[src/rca_pkg.sv]
// constants for the calibration access and timestamp register bank
package rca_pkg;

  // ==========================================================
  // register addresses
  localparam logic [7:0] ADDR_CLKOUT_CTRL = 8'h0c;
  localparam logic [7:0] ADDR_OFFSET      = 8'h12;
  localparam logic [7:0] ADDR_OSC_CONFIG  = 8'h13;
  localparam logic [7:0] ADDR_ACCESS_CTRL = 8'h14;
  localparam logic [7:0] ADDR_STAMP_SEC   = 8'h15;
  localparam logic [7:0] ADDR_STAMP_MIN   = 8'h16;
  localparam logic [7:0] ADDR_STAMP_HOUR  = 8'h17;
  localparam logic [7:0] ADDR_STAMP_WDAY  = 8'h18;
  localparam logic [7:0] ADDR_STAMP_MDAY  = 8'h19;
  localparam logic [7:0] ADDR_STAMP_MON   = 8'h1a;

  // calendar addresses whose write triggers a capture
  localparam logic [7:0] ADDR_CAL_SEC     = 8'h00;
  localparam logic [7:0] ADDR_CAL_MIN     = 8'h02;
  localparam logic [7:0] ADDR_CAL_HOUR    = 8'h04;
  localparam logic [7:0] ADDR_CAL_LO      = 8'h06;
  localparam logic [7:0] ADDR_CAL_HI      = 8'h09;

  // ==========================================================
  // oscillator configuration fields
  localparam int OSC_POL_BIT    = 7;
  localparam int OSC_RATE_BIT   = 6;
  localparam int OSC_JIT_BIT    = 4;
  localparam int OSC_DRV_HI     = 3;
  localparam int OSC_DRV_LO     = 2;
  localparam int OSC_CAP_HI     = 1;
  localparam int OSC_CAP_LO     = 0;
  localparam logic [7:0] OSC_WRITE_MASK = 8'hdf;
  localparam logic [7:0] OSC_RESET      = 8'h02;

  // access control fields
  localparam int ACC_OWNER_BIT = 7;
  localparam logic [7:0] ACC_WRITE_MASK = 8'h80;
  localparam logic [7:0] ACC_RESET      = 8'h00;

  // clock-output control: divider select position
  localparam int CKO_DIV_HI = 1;
  localparam int CKO_DIV_LO = 0;
  localparam logic [7:0] CKO_RESET    = 8'h00;
  localparam logic [7:0] OFFSET_RESET = 8'h00;

  // ==========================================================
  // field encodings
  localparam logic [1:0] CAP_7P0  = 2'h0;
  localparam logic [1:0] CAP_6P0  = 2'h1;
  localparam logic [1:0] CAP_12P5 = 2'h2;
  localparam logic [1:0] DRV_NORMAL = 2'h0;
  localparam logic [1:0] DRV_LOW    = 2'h1;

  typedef enum logic [1:0] {
    RCA_DRIVE_NORMAL,
    RCA_DRIVE_LOW,
    RCA_DRIVE_HIGH
  } rca_drive_t;

  typedef enum logic [1:0] {
    RCA_CAP_7P0,
    RCA_CAP_6P0,
    RCA_CAP_12P5,
    RCA_CAP_UNDEF
  } rca_cap_t;

  // ==========================================================
  // correction rate: step sizes in 0.1 ppb units, periods
  localparam int STEP_NORMAL_X10PPB = 21700;
  localparam int STEP_FAST_X10PPB   = 20345;
  localparam int PERIOD_NORMAL_HOURS = 4;
  localparam int PERIOD_FAST_MINUTES = 8;
  localparam int REWRITE_WAIT_MS     = 135;

  // timestamp reset values
  localparam logic [7:0] STAMP_SEC_RESET  = 8'h00;
  localparam logic [7:0] STAMP_MIN_RESET  = 8'h00;
  localparam logic [7:0] STAMP_HOUR_RESET = 8'h12;
  localparam logic [7:0] STAMP_WDAY_RESET = 8'h07;
  localparam logic [7:0] STAMP_MDAY_RESET = 8'h01;
  localparam logic [7:0] STAMP_MON_RESET  = 8'h01;

endpackage : rca_pkg

[src/rca_stamp_capture.sv]
// timestamp registers copied from the calendar on a capture pulse
`timescale 1ns/1ps
`default_nettype none
module rca_stamp_capture (
  input  wire logic       clk,
  input  wire logic       resetn,
  input  wire logic       capture,
  input  wire logic [7:0] cal_sec,
  input  wire logic [7:0] cal_min,
  input  wire logic [7:0] cal_hour,
  input  wire logic [7:0] cal_wday,
  input  wire logic [7:0] cal_mday,
  input  wire logic [7:0] cal_mon,
  output var  logic [7:0] stamp_sec_q,
  output var  logic [7:0] stamp_min_q,
  output var  logic [7:0] stamp_hour_q,
  output var  logic [7:0] stamp_wday_q,
  output var  logic [7:0] stamp_mday_q,
  output var  logic [7:0] stamp_mon_q
);

  logic [7:0] stamp_sec_d;
  logic [7:0] stamp_min_d;
  logic [7:0] stamp_hour_d;
  logic [7:0] stamp_wday_d;
  logic [7:0] stamp_mday_d;
  logic [7:0] stamp_mon_d;

  // ==========================================================
  // capture
  always_comb begin
    stamp_sec_d  = stamp_sec_q;
    stamp_min_d  = stamp_min_q;
    stamp_hour_d = stamp_hour_q;
    stamp_wday_d = stamp_wday_q;
    stamp_mday_d = stamp_mday_q;
    stamp_mon_d  = stamp_mon_q;
    if (capture) begin
      stamp_sec_d  = cal_sec;
      stamp_min_d  = cal_min;
      stamp_hour_d = cal_hour;
      stamp_wday_d = cal_wday;
      stamp_mday_d = cal_mday;
      stamp_mon_d  = cal_mon;
    end
  end

  always_ff @(posedge clk or negedge resetn) begin
    if (!resetn) begin
      stamp_sec_q  <= rca_pkg::STAMP_SEC_RESET;
      stamp_min_q  <= rca_pkg::STAMP_MIN_RESET;
      stamp_hour_q <= rca_pkg::STAMP_HOUR_RESET;
      stamp_wday_q <= rca_pkg::STAMP_WDAY_RESET;
      stamp_mday_q <= rca_pkg::STAMP_MDAY_RESET;
      stamp_mon_q  <= rca_pkg::STAMP_MON_RESET;
    end else begin
      stamp_sec_q  <= stamp_sec_d;
      stamp_min_q  <= stamp_min_d;
      stamp_hour_q <= stamp_hour_d;
      stamp_wday_q <= stamp_wday_d;
      stamp_mday_q <= stamp_mday_d;
      stamp_mon_q  <= stamp_mon_d;
    end
  end

endmodule : rca_stamp_capture
`default_nettype wire

[src/rca_calib_bank.sv]
// calibration registers, port ownership and timestamp capture of the clock
`timescale 1ns/1ps
`default_nettype none
module rca_calib_bank (
  input  wire logic               clk,
  input  wire logic               resetn,
  // primary port register access
  input  wire logic               pri_wr_en,
  input  wire logic               pri_rd_en,
  input  wire logic [7:0]         pri_addr,
  input  wire logic [7:0]         pri_wdata,
  output var  logic [7:0]         pri_rdata_q,
  output var  logic               pri_rvalid_q,
  // secondary port register access
  input  wire logic               sec_wr_en,
  input  wire logic               sec_rd_en,
  input  wire logic [7:0]         sec_addr,
  input  wire logic [7:0]         sec_wdata,
  output var  logic [7:0]         sec_rdata_q,
  output var  logic               sec_rvalid_q,
  // live calendar contents
  input  wire logic [7:0]         cal_sec,
  input  wire logic [7:0]         cal_min,
  input  wire logic [7:0]         cal_hour,
  input  wire logic [7:0]         cal_wday,
  input  wire logic [7:0]         cal_mday,
  input  wire logic [7:0]         cal_mon,
  // divided clock from the output divider
  input  wire logic               div_clk_raw,
  // configuration outputs
  output var  logic               clk_out_q,
  output var  logic               jitter_on_rising_q,
  output var  logic               jitter_on_falling_q,
  output var  logic [1:0]         output_divider_select_q,
  output var  logic               trim_rate_select_q,
  output var  logic               low_jitter_select_q,
  output var  logic [1:0]         crystal_drive_level_q,
  output var  logic [1:0]         load_cap_select_q,
  output var  rca_pkg::rca_drive_t drive_mode_q,
  output var  rca_pkg::rca_cap_t   cap_mode_q,
  output var  logic signed [7:0]  trim_value_q,
  output var  logic signed [23:0] trim_x10ppb_q,
  output var  logic               calib_owner_primary_q,
  output var  logic               calib_wr_pulse_q
);

  // ==========================================================
  // helpers
  function automatic logic is_cal_addr(input logic [7:0] a);
    is_cal_addr = (a == rca_pkg::ADDR_CAL_SEC) || (a == rca_pkg::ADDR_CAL_MIN) ||
                  (a == rca_pkg::ADDR_CAL_HOUR) ||
                  ((a >= rca_pkg::ADDR_CAL_LO) && (a <= rca_pkg::ADDR_CAL_HI));
  endfunction : is_cal_addr

  function automatic logic is_calib_addr(input logic [7:0] a);
    is_calib_addr = (a == rca_pkg::ADDR_CLKOUT_CTRL) || (a == rca_pkg::ADDR_OFFSET) ||
                    (a == rca_pkg::ADDR_OSC_CONFIG);
  endfunction : is_calib_addr

  logic [7:0] cko_q;
  logic [7:0] cko_d;
  logic [7:0] offset_q;
  logic [7:0] offset_d;
  logic [7:0] osc_q;
  logic [7:0] osc_d;
  logic [7:0] acc_q;
  logic [7:0] acc_d;
  logic       owner;
  logic       pri_calib_ok;
  logic       sec_calib_ok;
  logic [7:0] calib_wdata;
  logic       calib_wr;
  logic [7:0] calib_waddr;
  logic       capture_q;
  logic       capture_d;
  logic [7:0] stamp_sec;
  logic [7:0] stamp_min;
  logic [7:0] stamp_hour;
  logic [7:0] stamp_wday;
  logic [7:0] stamp_mday;
  logic [7:0] stamp_mon;

  assign owner = acc_q[rca_pkg::ACC_OWNER_BIT];

  // ==========================================================
  // write ownership
  always_comb begin
    pri_calib_ok = pri_wr_en && is_calib_addr(pri_addr) && owner;
    sec_calib_ok = sec_wr_en && is_calib_addr(sec_addr) && !owner;
    calib_wr     = pri_calib_ok || sec_calib_ok;
    calib_waddr  = pri_calib_ok ? pri_addr : sec_addr;
    calib_wdata  = pri_calib_ok ? pri_wdata : sec_wdata;
  end

  // ==========================================================
  // register file
  always_comb begin
    cko_d    = cko_q;
    offset_d = offset_q;
    osc_d    = osc_q;
    acc_d    = acc_q;
    // refused writes simply fall through with the old value
    if (calib_wr) begin
      case (calib_waddr)
        rca_pkg::ADDR_CLKOUT_CTRL: cko_d = calib_wdata;
        rca_pkg::ADDR_OFFSET:      offset_d = calib_wdata;
        rca_pkg::ADDR_OSC_CONFIG:  osc_d = calib_wdata & rca_pkg::OSC_WRITE_MASK;
        default:                   cko_d = cko_q;
      endcase
    end
    if (pri_wr_en && (pri_addr == rca_pkg::ADDR_ACCESS_CTRL)) begin
      acc_d = pri_wdata & rca_pkg::ACC_WRITE_MASK;
    end
  end

  always_ff @(posedge clk or negedge resetn) begin
    if (!resetn) begin
      cko_q    <= rca_pkg::CKO_RESET;
      offset_q <= rca_pkg::OFFSET_RESET;
      osc_q    <= rca_pkg::OSC_RESET;
      acc_q    <= rca_pkg::ACC_RESET;
    end else begin
      cko_q    <= cko_d;
      offset_q <= offset_d;
      osc_q    <= osc_d;
      acc_q    <= acc_d;
    end
  end

  // ==========================================================
  // timestamp capture: one cycle after the write so the calendar has taken it
  always_comb begin
    capture_d = (pri_wr_en && is_cal_addr(pri_addr)) || (sec_wr_en && is_cal_addr(sec_addr));
  end

  always_ff @(posedge clk or negedge resetn) begin
    if (!resetn) begin
      capture_q <= 1'b0;
    end else begin
      capture_q <= capture_d;
    end
  end

  rca_stamp_capture u_stamp (
    .clk          (clk),
    .resetn       (resetn),
    .capture      (capture_q),
    .cal_sec      (cal_sec),
    .cal_min      (cal_min),
    .cal_hour     (cal_hour),
    .cal_wday     (cal_wday),
    .cal_mday     (cal_mday),
    .cal_mon      (cal_mon),
    .stamp_sec_q  (stamp_sec),
    .stamp_min_q  (stamp_min),
    .stamp_hour_q (stamp_hour),
    .stamp_wday_q (stamp_wday),
    .stamp_mday_q (stamp_mday),
    .stamp_mon_q  (stamp_mon)
  );

  // ==========================================================
  // read path, both ports see the same map
  function automatic logic [7:0] read_mux(input logic [7:0] a);
    case (a)
      rca_pkg::ADDR_CLKOUT_CTRL: read_mux = cko_q;
      rca_pkg::ADDR_OFFSET:      read_mux = offset_q;
      rca_pkg::ADDR_OSC_CONFIG:  read_mux = osc_q;
      rca_pkg::ADDR_ACCESS_CTRL: read_mux = acc_q;
      rca_pkg::ADDR_STAMP_SEC:   read_mux = stamp_sec;
      rca_pkg::ADDR_STAMP_MIN:   read_mux = stamp_min;
      rca_pkg::ADDR_STAMP_HOUR:  read_mux = stamp_hour;
      rca_pkg::ADDR_STAMP_WDAY:  read_mux = stamp_wday;
      rca_pkg::ADDR_STAMP_MDAY:  read_mux = stamp_mday;
      rca_pkg::ADDR_STAMP_MON:   read_mux = stamp_mon;
      default:                   read_mux = 8'h00;
    endcase
  endfunction : read_mux

  logic [7:0] pri_rdata_d;
  logic [7:0] sec_rdata_d;

  always_comb begin
    pri_rdata_d = pri_rd_en ? read_mux(pri_addr) : pri_rdata_q;
    sec_rdata_d = sec_rd_en ? read_mux(sec_addr) : sec_rdata_q;
  end

  always_ff @(posedge clk or negedge resetn) begin
    if (!resetn) begin
      pri_rdata_q  <= 8'h00;
      pri_rvalid_q <= 1'b0;
      sec_rdata_q  <= 8'h00;
      sec_rvalid_q <= 1'b0;
    end else begin
      pri_rdata_q  <= pri_rdata_d;
      pri_rvalid_q <= pri_rd_en;
      sec_rdata_q  <= sec_rdata_d;
      sec_rvalid_q <= sec_rd_en;
    end
  end

  // ==========================================================
  // decoded configuration outputs
  logic                clk_out_d;
  logic                pol;
  rca_pkg::rca_drive_t drive_d;
  rca_pkg::rca_cap_t   cap_d;
  logic signed [23:0]  step_x10ppb;
  logic signed [31:0]  trim_prod;
  logic                calib_wr_pulse_d;
  logic                jitter_on_rising_d;
  logic                jitter_on_falling_d;
  logic [1:0]          output_divider_select_d;
  logic                trim_rate_select_d;
  logic                low_jitter_select_d;
  logic [1:0]          crystal_drive_level_d;
  logic [1:0]          load_cap_select_d;
  logic signed [7:0]   trim_value_d;
  logic signed [23:0]  trim_x10ppb_d;
  logic                calib_owner_primary_d;

  always_comb begin
    pol       = osc_q[rca_pkg::OSC_POL_BIT];
    clk_out_d = div_clk_raw ^ pol;
    case (osc_q[rca_pkg::OSC_DRV_HI:rca_pkg::OSC_DRV_LO])
      rca_pkg::DRV_NORMAL: drive_d = rca_pkg::RCA_DRIVE_NORMAL;
      rca_pkg::DRV_LOW:    drive_d = rca_pkg::RCA_DRIVE_LOW;
      default:             drive_d = rca_pkg::RCA_DRIVE_HIGH;
    endcase
    case (osc_q[rca_pkg::OSC_CAP_HI:rca_pkg::OSC_CAP_LO])
      rca_pkg::CAP_7P0:  cap_d = rca_pkg::RCA_CAP_7P0;
      rca_pkg::CAP_6P0:  cap_d = rca_pkg::RCA_CAP_6P0;
      rca_pkg::CAP_12P5: cap_d = rca_pkg::RCA_CAP_12P5;
      default:           cap_d = rca_pkg::RCA_CAP_UNDEF;
    endcase
    step_x10ppb = osc_q[rca_pkg::OSC_RATE_BIT] ? 24'(rca_pkg::STEP_FAST_X10PPB)
                                               : 24'(rca_pkg::STEP_NORMAL_X10PPB);
    trim_prod   = $signed(offset_q) * step_x10ppb;
    calib_wr_pulse_d = calib_wr && ((calib_waddr == rca_pkg::ADDR_OFFSET) ||
                                    (calib_waddr == rca_pkg::ADDR_OSC_CONFIG));
    jitter_on_rising_d      = osc_q[rca_pkg::OSC_JIT_BIT] && !pol;
    jitter_on_falling_d     = osc_q[rca_pkg::OSC_JIT_BIT] && pol;
    output_divider_select_d = cko_q[rca_pkg::CKO_DIV_HI:rca_pkg::CKO_DIV_LO];
    trim_rate_select_d      = osc_q[rca_pkg::OSC_RATE_BIT];
    low_jitter_select_d     = osc_q[rca_pkg::OSC_JIT_BIT];
    crystal_drive_level_d   = osc_q[rca_pkg::OSC_DRV_HI:rca_pkg::OSC_DRV_LO];
    load_cap_select_d       = osc_q[rca_pkg::OSC_CAP_HI:rca_pkg::OSC_CAP_LO];
    trim_value_d            = $signed(offset_q);
    trim_x10ppb_d           = trim_prod[23:0];
    calib_owner_primary_d   = owner;
  end

  always_ff @(posedge clk or negedge resetn) begin
    if (!resetn) begin
      clk_out_q               <= 1'b0;
      jitter_on_rising_q      <= 1'b0;
      jitter_on_falling_q     <= 1'b0;
      output_divider_select_q <= 2'h0;
      trim_rate_select_q      <= 1'b0;
      low_jitter_select_q     <= 1'b0;
      crystal_drive_level_q   <= 2'h0;
      load_cap_select_q       <= rca_pkg::CAP_12P5;
      drive_mode_q            <= rca_pkg::RCA_DRIVE_NORMAL;
      cap_mode_q              <= rca_pkg::RCA_CAP_12P5;
      trim_value_q            <= 8'sh00;
      trim_x10ppb_q           <= 24'sh000000;
      calib_owner_primary_q   <= 1'b0;
      calib_wr_pulse_q        <= 1'b0;
    end else begin
      clk_out_q               <= clk_out_d;
      jitter_on_rising_q      <= jitter_on_rising_d;
      jitter_on_falling_q     <= jitter_on_falling_d;
      output_divider_select_q <= output_divider_select_d;
      trim_rate_select_q      <= trim_rate_select_d;
      low_jitter_select_q     <= low_jitter_select_d;
      crystal_drive_level_q   <= crystal_drive_level_d;
      load_cap_select_q       <= load_cap_select_d;
      drive_mode_q            <= drive_d;
      cap_mode_q              <= cap_d;
      trim_value_q            <= trim_value_d;
      trim_x10ppb_q           <= trim_x10ppb_d;
      calib_owner_primary_q   <= calib_owner_primary_d;
      // marks the start of the host's rewrite wait
      calib_wr_pulse_q        <= calib_wr_pulse_d;
    end
  end

endmodule : rca_calib_bank
`default_nettype wire

[config.mk]
export PLATFORM = sky130hd
export DESIGN_NAME = rca_calib_bank
export DESIGN_NICKNAME = d
export VERILOG_FILES = /design/src/rca_pkg.sv /design/src/rca_stamp_capture.sv /design/src/rca_calib_bank.sv
export SDC_FILE = /design/constraint.sdc
export NUM_CORES = 1
export LEC_CHECK = 0
export ABC_AREA = 1
export ABC_CLOCK_PERIOD_IN_PS = 11600
export BUFFER_PORTS_ARGS = -buffer_cell sky130_fd_sc_hd__buf_2
export CAP_MARGIN = 20
export CORE_MARGIN = 3
export CORE_UTILIZATION = 26
export DETAILED_ROUTE_END_ITERATION = 7
export GPL_ROUTABILITY_DRIVEN = 1
export PLACE_DENSITY = 0.4
export SLEW_MARGIN = 40
export SYNTH_ARGS = -nofsm -noshare
export SYNTH_HDL_FRONTEND = slang
export SYNTH_SLANG_ARGS = --single-unit
[constraint.sdc]
create_clock -name clk -period 11.6 [get_ports clk]
set_input_delay 1.16 -clock clk [delete_from_list [all_inputs] [get_ports clk]]
set_output_delay 1.16 -clock clk [all_outputs]
set_load 0.005 [all_outputs]
# [Yosys cells after proc, flatten, opt, wreduce, memory -nomap -nowiden]
# Index checks and enable logic that the tools add are counted.
[classes] n_mul=1 magnitude_cmp=4 eq_ne=30 mux=7 bitwise_logic=1 n_reduce_logical=34
[op_table] op="equality test 8 x 5 -> 1 bit, second input constant" n=20
[op_table] op="one-hot mux 8 bit (10 select lines)" n=2
[op_table] op="equality test 8 x 4 -> 1 bit, second input constant" n=3
[op_table] op="multiplier 8 x 16 -> 24 bit" n=1
[op_table] op="equality test 8 x 2 -> 1 bit, second input constant" n=2
[op_table] op="equality test 8 x 3 -> 1 bit, second input constant" n=2
[op_table] op="greater-or-equal comparator 8 x 3 -> 1 bit, second input constant" n=2
[op_table] op="<= comparator 8 x 4 -> 1 bit, second input constant" n=2
[op_table] op="logical NOT 8 bit" n=2
[op_table] op="two-way mux 8 bit" n=2
[op_table] op="logical OR 1 bit" n=13
[op_table] op="two-way mux 13 bit" n=1
[op_table] op="logical AND 1 bit" n=12
[op_table] op="one-hot mux 2 bit (3 select lines)" n=1
[op_table] op="AND reduction 2 bit" n=3
[op_table] op="equality test 2 x 1 -> 1 bit, second input constant" n=2
[op_table] op="logical NOT 2 bit" n=2
[op_table] op="one-hot mux 2 bit (2 select lines)" n=1
[op_table] op="equality test 2 bit, second input constant" n=1
[op_table] op="logical NOT 1 bit" n=2
[op_table] op="bitwise XOR 1 bit" n=1
[totals] register_bits=140 output_inout_bits=67 word_cells=106

# [Logic depth before layout (Yosys ltp)]
# Gate-level depths: netlist of the first run.
[logic_depth] word_depth=9 ltp_mapped=25 ltp_nobuf=24

# [Hierarchy]
# Synthesis of the first run repeated with hierarchy kept, for this count alone.
[unflattened] cells_unflattened=1173 hier_area_um2=9342.7
[by_module_without_submodules] module="rca_calib_bank" n_inst=1 cells_per_inst=970 area_per_inst_um2=7528.5 seq_area_each_um2=2306.0
[by_module_without_submodules] module="rca_stamp_capture" n_inst=1 cells_per_inst=203 area_per_inst_um2=1814.2 seq_area_each_um2=1209.9

# [Worst setup path after synthesis of the first run]
# OpenSTA, ideal clock, no wires.
[synth_timing] path_kind="register to register" startpoint="register osc_q[6]" endpoint="register trim_x10ppb_q[19]" arrival_ns=4.331 path_slack_ns=7.153 path_stages_with_launch=19 n_path_buf=2 period_less_slack_ns=4.447 path_cell_list="dfrtp_1 > clkbuf_1 > clkbuf_1 > nand2_1 > fa_1 > fa_1 > inv_1 > fa_1 > inv_1 > fa_1 > inv_1 > ha_1 > a21oi_1 > a21boi_1 > o21ai_0 > nand3b_1 > nand2_1 > nand2_1 > nand2_1"
[synth_via] elab_chain_len=2
[synth_rtl] item="from (decl)" line_no="rca_calib_bank.sv:64" source="logic [7:0] osc_q;"
[synth_rtl] item="from (signal assigned)" line_no="rca_calib_bank.sv:120" source="osc_q <= rca_pkg::OSC_RESET;"
[synth_rtl] item="from (signal assigned)" line_no="rca_calib_bank.sv:125" source="osc_q <= osc_d;"
[synth_rtl] item="two-way mux 13 bit" line_no="rca_calib_bank.sv:236" source="step_x10ppb = osc_q[rca_pkg::OSC_RATE_BIT] ? 24'(rca_pkg::STEP_FAST_X10PPB)"
[synth_rtl] item="multiplier 8 x 16 -> 24 bit" line_no="rca_calib_bank.sv:238" source="trim_prod = $signed(offset_q) * step_x10ppb;"
[synth_rtl] item="net trim_prod[19]" line_no="rca_calib_bank.sv:209" source="logic signed [31:0] trim_prod;"
[synth_rtl] item="to (signal assigned)" line_no="rca_calib_bank.sv:281" source="trim_x10ppb_q <= trim_x10ppb_d;"
[synth_rtl] item="to (decl)" line_no="rca_calib_bank.sv:42" source="output var logic signed [23:0] trim_x10ppb_q,"
# The timed path passes the listed nets, and every way through them passes these cells.
# A chain may end at the register's enable or synchronous reset.

# [Final worst setup path of the first run]
# Same ends and word-level chain as after synthesis.

==> results of run 1 <==
## final cells by class
cell class | instances | share of cell area
clock buffers | 22 | 0.04021
clock inverters | 10 | 0.01030
inverters | 229 | 0.07610
multi-input cells | 807 | 0.4403
flip-flops and latches | 140 | 0.3114
well taps | 461 | 0.05107
repair buffers | 155 | 0.07057
## worst paths after layout
path	depth (start not counted)	to
setup / recovery	22	trim_x10ppb_q[19]
hold / removal	0	load_cap_select_q[1]
setup reg to reg	22	trim_x10ppb_q[19]
hold reg to reg	0	load_cap_select_q[1]
max in group asynchronous	2	u_stamp.stamp_sec_q[6]
min in group asynchronous	1	trim_x10ppb_q[5]
## worst register-to-register path, stage by stage (launching register included)
cell and delay, ns:
dfrtp_1 0.59, inv_1 0.30, nand2_1 0.13, nor2_1 0.30, inv_1 0.10, nand2_1 0.09
inv_2 0.04, ha_1 0.26, inv_1 0.05, fa_1 0.53, inv_1 0.05, fa_1 0.53
inv_1 0.06, fa_1 0.52, inv_1 0.04, ha_1 0.34, a21oi_1 0.22, a21boi_1 0.29
o21ai_0 0.20, nand3b_1 0.15, nand2_1 0.06, nand2_1 0.05, nand2_1 0.04
## cell families (layout without fill, tap and decap cells)
kind of cell	after synthesis	in the layout
fa+ha+maj	107	107
mux	1	1
xor+xnor	16	16
other cells	2	9
simple gates	517	517
flops	140	140
buf+inv	251	416
compound gates	157	157
## metrics by stage
step | util | std cells | hold slack, ns
after CTS | 0.3166 | 1824 | 0.4255
after global placement | 0.3005 | 1792 | 0.4193
after detailed placement | 0.3006 | 1792 | 0.4178
final | 0.3168 | 1824 | 0.4161
after global routing | 0.3168 | 1824 | 0.4268
after floorplan | - | 1198 | 0.3519
## metal layers
metal,vias up,GRT usage
met5,-,0
met4,0,0.04780
met3,29,0.02940
met2,157,0.2697
met1,3791,0.2253
li1,3987,-
## layout by cell type (no fill, tap or decap), types with 3 or more instances in the layout
| cell | n |
|---|---|
| nand2_1 | 321 |
| inv_1 | 220 |
| buf_2 | 152 |
| dfrtp_1 | 129 |
| o21ai_0 | 94 |
| nor2_1 | 88 |
| nand3_1 | 64 |
| ha_1 | 54 |
| fa_1 | 53 |
| a21oi_1 | 26 |
| o22ai_1 | 26 |
| clkbuf_16 | 17 |
| xor2_1 | 13 |
| dfstp_2 | 10 |
| inv_2 | 9 |
| nor3_1 | 9 |
| conb_1 | 9 |
| nand2_2 | 7 |
| nand2_4 | 6 |
| nand3b_1 | 5 |
| nand4_1 | 4 |
| nor2_2 | 4 |
| clkbuf_1 | 4 |
| or2_2 | 3 |
| xnor2_1 | 3 |
| clkinv_2 | 3 |
## sequential cells by signal (all words and copies together), names as in the netlist, 7 cells and up
signal                count
cko_q                     8
u_stamp.stamp_hour_q      8
u_stamp.stamp_sec_q       8
u_stamp.stamp_wday_q      8
trim_value_q              8
u_stamp.stamp_mday_q      8
u_stamp.stamp_min_q       8
pri_rdata_q               8
offset_q                  8
sec_rdata_q               8
osc_q                     7
u_stamp.stamp_mon_q       8
trim_x10ppb_q            24
## where the power goes
group / internal [mW] / total, mW / leakage [nW] / switching, mW
Clock: 0.322 / 0.547 / 0.275 / 0.225
Sequential: 0.570 / 0.604 / 1.79 / 0.0341
Combinational: 0.0877 / 0.252 / 4.20 / 0.164
Total: 0.980 / 1.40 / 6.27 / 0.423
==> metrics.md, run 1 <==
| Metric | Value |
|---|---|
| HPWL after DPL | `24630 um` |
| Clock skew | `approximately 0.01 ns` |
| Starting DRT DRC Count | `348` |
| Post-synthesis mux area share | `0.001195` |
| WS Path Type | `reg2reg` |
| Ys async rst share | `1.000` |
| Post-Synth XOR/XNOR Area | `0.01488` |
| GRT Overall Usage | `0.1650` |
| Cells after Synth | `1191` |
| Slowest-stage cell, CP | `dfrtp_1` |
| Hold Path Class | `reg2reg` |
| Tcrit/Tclk final | `0.4345` |
| Final Hold Fails | `0` |
| Share of cells above drive strength 1 | `0.1687` |
| Vias | `about 8000` |
| Fin area | `11290 sq um` |
| CTS Root Cell | `clkbuf_16` |
| Setup TNS Final | `0 ns` |
| RSZ-0062 raised after global routing | `false` |
| Synth area leaders | `dfrtp_1 (35%), nand2_1 (13%), fa_1 (11%)` |
| Placement Cell Area | `roughly 11000 sq um` |
| FF-to-FF setup slack | `roughly 6.6 ns` |
| Via density | `4.366` |
| Post-synth top area cell | `dfrtp_1` |
| CP Data Required Time | `about 12 ns` |
| Std cell rows | `69` |
| Maxcap violations | `0` |
| Clk pin slew, worst setup/hold paths | `0.06 ns` |
| Crit path max-delay family | `adder cells` |
| Area of the multi-input gates | `4974 sq um` |
| Clk sinks | `140` |
| Startpoint types | `register` |
| Worst-Margin Slew | `about 0.77 ns` |
| Total Power | `1.403 mW` |
| Fin. max-slew vios | `0` |
| Register area | `3517 sq um` |
| Peak supply drop | `0.0001085 V` |
| Largest net degree at the start of global routing | `96` |
| Status | `completed` |
| Pwr dens | `approximately 120 nW/um^2` |
| Rel. slew slack | `0.4857` |
| Synth Area in Adders | `0.1844` |
| Die Width | `196.3 um` |
| DR WL/cell | `17.01 um` |
| Post-synth EDFFs | `0` |
| Io pins | `154` |
| Tmin final | `5.040 ns` |
| Top-count cell post-synth | `nand2_1` |
| Crit-path most repeated cell | `inv_1` |
| Syn avg cell area | `7.910 sq um` |
| Final ANT Viol Nets | `0` |
| Fmax | `198.4 MHz` |
| R2r startpoint | `osc_q[6]` |
| Synth unique cells | `38` |
| Final setup fails | `0` |
| Seq/Total Area, Yosys | `0.3732` |
| First drt pass iteration count | `5` |
| Crit path cell chain | `inv_1, nand2_1, nor2_1, inv_1, nand2_1, inv_2, ha_1, inv_1, fa_1, inv_1, fa_1, inv_1, fa_1, inv_1, ha_1, a21oi_1, a21boi_1, o21ai_0, nand3b_1, nand2_1, nand2_1, nand2_1` |
| Synth Cell Area | `9420 sq um` |
| Max clock buf depth | `2` |
| Total congestion overflow | `0` |
| Crit-path max cell delay | `0.59 ns` |
| Layout Area Growth over Synthesis | `19.90%` |
| Main combinational cell family by area after synthesis | `simple AND/OR/NAND/NOR gates` |
| DRC | `0` |
| Die ar. | `38550 sq um` |
| Hold_buf cts | `0` |
| Hold path startpoint | `osc_q[1]` |
| Post-Place Setup Slack | `6.632 ns` |
| Syn. warnings | `0` |
| CP Data Arrival Time | `5.38 ns` |
| Commonest cells post-synth | `nand2_1 (321), inv_1 (220), dfrtp_1 (130)` |
| CTS H-tree depth | `4` |
| Post-CTS Setup Inserts | `0` |
| CTS tree | `built` |
| ANT cells | `0` |
| Top cell type's share of synthesized area | `0.3453` |
| Initial antenna violation count | `1` |
| Simple-Gate Fraction of Synth Area | `0.2336` |
| WL met2 | `14660 um` |
| Initial core utilization | `0.2642` |
| Worst-Skew Late Latency | `approximately 0.45 ns` |
| Worst setup EP type | `register` |
| Compound-Gate Fraction of Synth Area | `0.09032` |
| Critical Path Source | `osc_q[6]` |
| Num CTS Buffers | `17` |
| Fillers | `between 3000 and 4000` |
| Core Area | `between 30000 and 40000 sq um` |
| Post-Route WL | `31030 um` |
| WL met3 | `1129 um` |
| Top sig layer | `met4` |
| Buffer and inverter count on the worst path | `7` |
| Vias in the first global route | `approximately 8400` |
| Chip height | `just under 200 um` |
| Met1 WL | `around 15000 um` |
| Final worst setup slack | `6.560 ns` |
| PortBufs | `around 150` |
| First-pass GRT wire length | `48510 um` |
| Synth Register Bits | `140` |
| Synth Flop Type | `dfrtp_1` |
| CTS resizes | `0` |
| Nets@finish | `1544` |
| Max Fanout on Critical Path | `17` |
| GP Congestion | `0.8324` |
| Static leakage | `about 6.3 nW` |
(Power assumes the default switching activity.)
==> inputs of run 2 (changes only) <==
- ABC_CLOCK_PERIOD_IN_PS: 11600 -> 4600
- PLACE_DENSITY: 0.4 -> 0.41
- clock period: 11.6 -> 4.6 ns (I/O delays scaled with it)
==> metrics.md, run 2 (synthesis results as in run 1) <==
| Metric | Value |
|---|---|
| Status | `completed` |
| Commonest non-fill, non-tap cell in the layout | `nand2_1` |
| Die Width | `196.3 um (unchanged)` |
| Final ANT Viol Nets | `0 (unchanged)` |
| Share of cells above drive strength 1 | `0.1958 (+0.02706)` |
| CTS tree | `built` |
| Startpoint types | `register` |
| Tcrit/Tclk final | `0.9417 (+0.5072)` |
| Post-Route WL | `30920 um (-0.33%)` |
| ANT cells | `0 (unchanged)` |
| Maxcap violations | `0 (unchanged)` |
| Worst-Skew Late Latency | `0.44 ns (about the same)` |
| First drt pass iteration count | `5 (unchanged)` |
| Final Hold Fails | `0 (unchanged)` |
| Pwr dens | `309.2 nW/um^2 (+150%)` |
| Clk sinks | `140 (unchanged)` |
| Largest net degree at the start of global routing | `85 (-11%)` |
| Peak supply drop | `0.0002595 V (+140%)` |
| Top reg by flops | `trim_x10ppb_q` |
| Static leakage | `6.402 nW (+2.2%)` |
| Final worst setup slack | `0.2681 ns (-6.291 ns)` |
| Initial core utilization | `0.2642 (unchanged)` |
| WS Path Type | `reg2reg` |
| Chip height | `196.3 um (unchanged)` |
| Initial antenna violation count | `0 (-1)` |
| R2r startpoint | `osc_q[6]` |
| Slowest-stage cell, CP | `fa_1` |
| Fin. max-slew vios | `0 (unchanged)` |
| FF-to-FF setup slack | `0.27 ns (-6.29 ns)` |
| Std cell rows | `69 (unchanged)` |
| CTS Root Cell | `clkbuf_16` |
| DRC | `0 (unchanged)` |
| Vias | `8027 (+0.79%)` |
| Largest register FFs | `24 (unchanged)` |
| Crit Reg-Reg Endpoint | `trim_x10ppb_q[18]` |
| GRT Overall Usage | `0.1644 (-0.0005650)` |
| Commonest cells after routing, fill and taps aside | `nand2_1 (321), inv_1 (220), buf_2 (152)` |
| Crit-path max cell delay | `0.55 ns (-0.04 ns)` |
| Total congestion overflow | `0 (unchanged)` |
| Worst Reg-to-Reg Cells | `17 (-23%)` |
| Worst setup EP type | `register` |
| Die ar. | `38550 sq um (unchanged)` |
| Core Area | `35660 sq um (unchanged)` |
| Buffer and inverter count on the worst path | `6 (-1)` |
| Nets@finish | `1565 (+1.4%)` |
| CP Data Arrival Time | `4.66 ns (-0.72 ns)` |
| Post-Place Setup Slack | `0.05223 ns (-6.580 ns)` |
| CTS H-tree depth | `4 (unchanged)` |
| WHS | `0.07084 ns (-0.3452 ns)` |
| Via density | `4.351 (-0.36%)` |
| Starting DRT DRC Count | `470 (+35%)` |
| PortBufs | `153 (unchanged)` |
| Max clock buf depth | `2 (unchanged)` |
| First-pass GRT wire length | `48180 um (-0.70%)` |
| Crit path max-delay family | `adder cells` |
| Total Power | `3.574 mW (+150%)` |
| Fin cells | `1845 (+1.2%)` |
| Final setup fails | `0 (unchanged)` |
| Crit-path most repeated cell | `inv_1` |
| DR WL/cell | `16.76 um (-1.5%)` |
| Worst-Margin Slew | `0.7722 ns (+0.003630 ns)` |
| Rel. slew slack | `0.4833 (-0.002429)` |
| Clock skew | `0.007966 ns (-0.002337 ns)` |
| Fmax | `230.8 MHz (+16%)` |
| Max Fanout on Critical Path | `8 (-9)` |
| Io pins | `154 (unchanged)` |
| Tmin final | `4.332 ns (-0.7086 ns)` |
| CP Data Required Time | `4.93 ns (-7.01 ns)` |
| Placed cells | `1811 (+1.1%)` |
| Setup TNS Final | `0 ns (unchanged)` |
| HPWL after DPL | `24830 um (+0.83%)` |
| GP Congestion | `0.8358 (+0.41%)` |
| Hold Path Class | `in2async` |
| Crit path cell chain | `inv_1, buf_4, nand2_1, fa_1, inv_1, fa_1, fa_1, inv_1, fa_1, inv_1, ha_1, nand2_1, inv_1, nand3_1, or3_1, nand3_1, nand2_1` |
| Clk pin slew, worst setup/hold paths | `0.07 ns (about the same)` |
| Vias in the first global route | `8224 (-1.5%)` |
| Layout Area Growth over Synthesis | `22.67%` |
| Num CTS Buffers | `17 (unchanged)` |
## run 2: routing by layer
layer	global-route usage	wire length, um	share of wire	vias up
met5	0	0	0	-
met4	0.04912	680	0.022	0
met3	0.03231	1343	0.043	30
met2	0.2820	15130	0.49	195
met1	0.2110	13770	0.45	3755
li1	-	-	-	4047
## run 2: how the worst max path moves through the flow
stage | start | endpoint | slack (ns) | cells after the start
finish | osc_q[6] | trim_x10ppb_q[18] | 0.27 | 17
global route | osc_q[6] | trim_x10ppb_q[23] | -0.01 | 21
CTS | osc_q[6] | trim_x10ppb_q[17] | 0.05 | 21
detailed placement | osc_q[6] | trim_x10ppb_q[17] | 0.05 | 21
global placement | osc_q[6] | trim_x10ppb_q[21] | 0.14 | 20
floorplan | osc_q[6] | trim_x10ppb_q[19] | 0.15 | 18
## run 2: cell type report
cell class	count	area (sq um)
Multi-Input combinational cell	807	5055
Tap cell	461	576.8
Clock buffer	17	425.4
Timing Repair Buffer	176	947.2
Sequential cell	140	3521
Inverter	229	859.6
Clock inverter	15	171.4
Fill cell	3837	24100
## run 2: power by group
group	leakage (nW)	switching, mW	internal (mW)
Sequential	1.79	0.0822	1.44
Clock	0.292	0.666	0.732
Combinational	4.32	0.425	0.233
## run 2: through the flow
step           instance area, sq um    util
2_1_floorplan                  9447       -
3_5_place_dp                  10860  0.3046
4_1_cts                       11460  0.3213
5_1_grt                       11560  0.3241
3_3_place_gp                  10860  0.3045
6_report                      11560  0.3241
## run 2: worst register-to-register path: cells and delay by family, from the launching register on
kind	cells	cell delay, ns
adder cells (fa/ha/maj)	5	2.40
flip-flops	1	0.45
buffers and inverters	6	0.45
AND/OR/NAND/NOR	6	0.92
## run 2: what timing repair did
item,CTS,global route
endpoints found under the setup margin,0,14
hold buffers,0,0
setup buffers,0,2
resized for setup,0,22
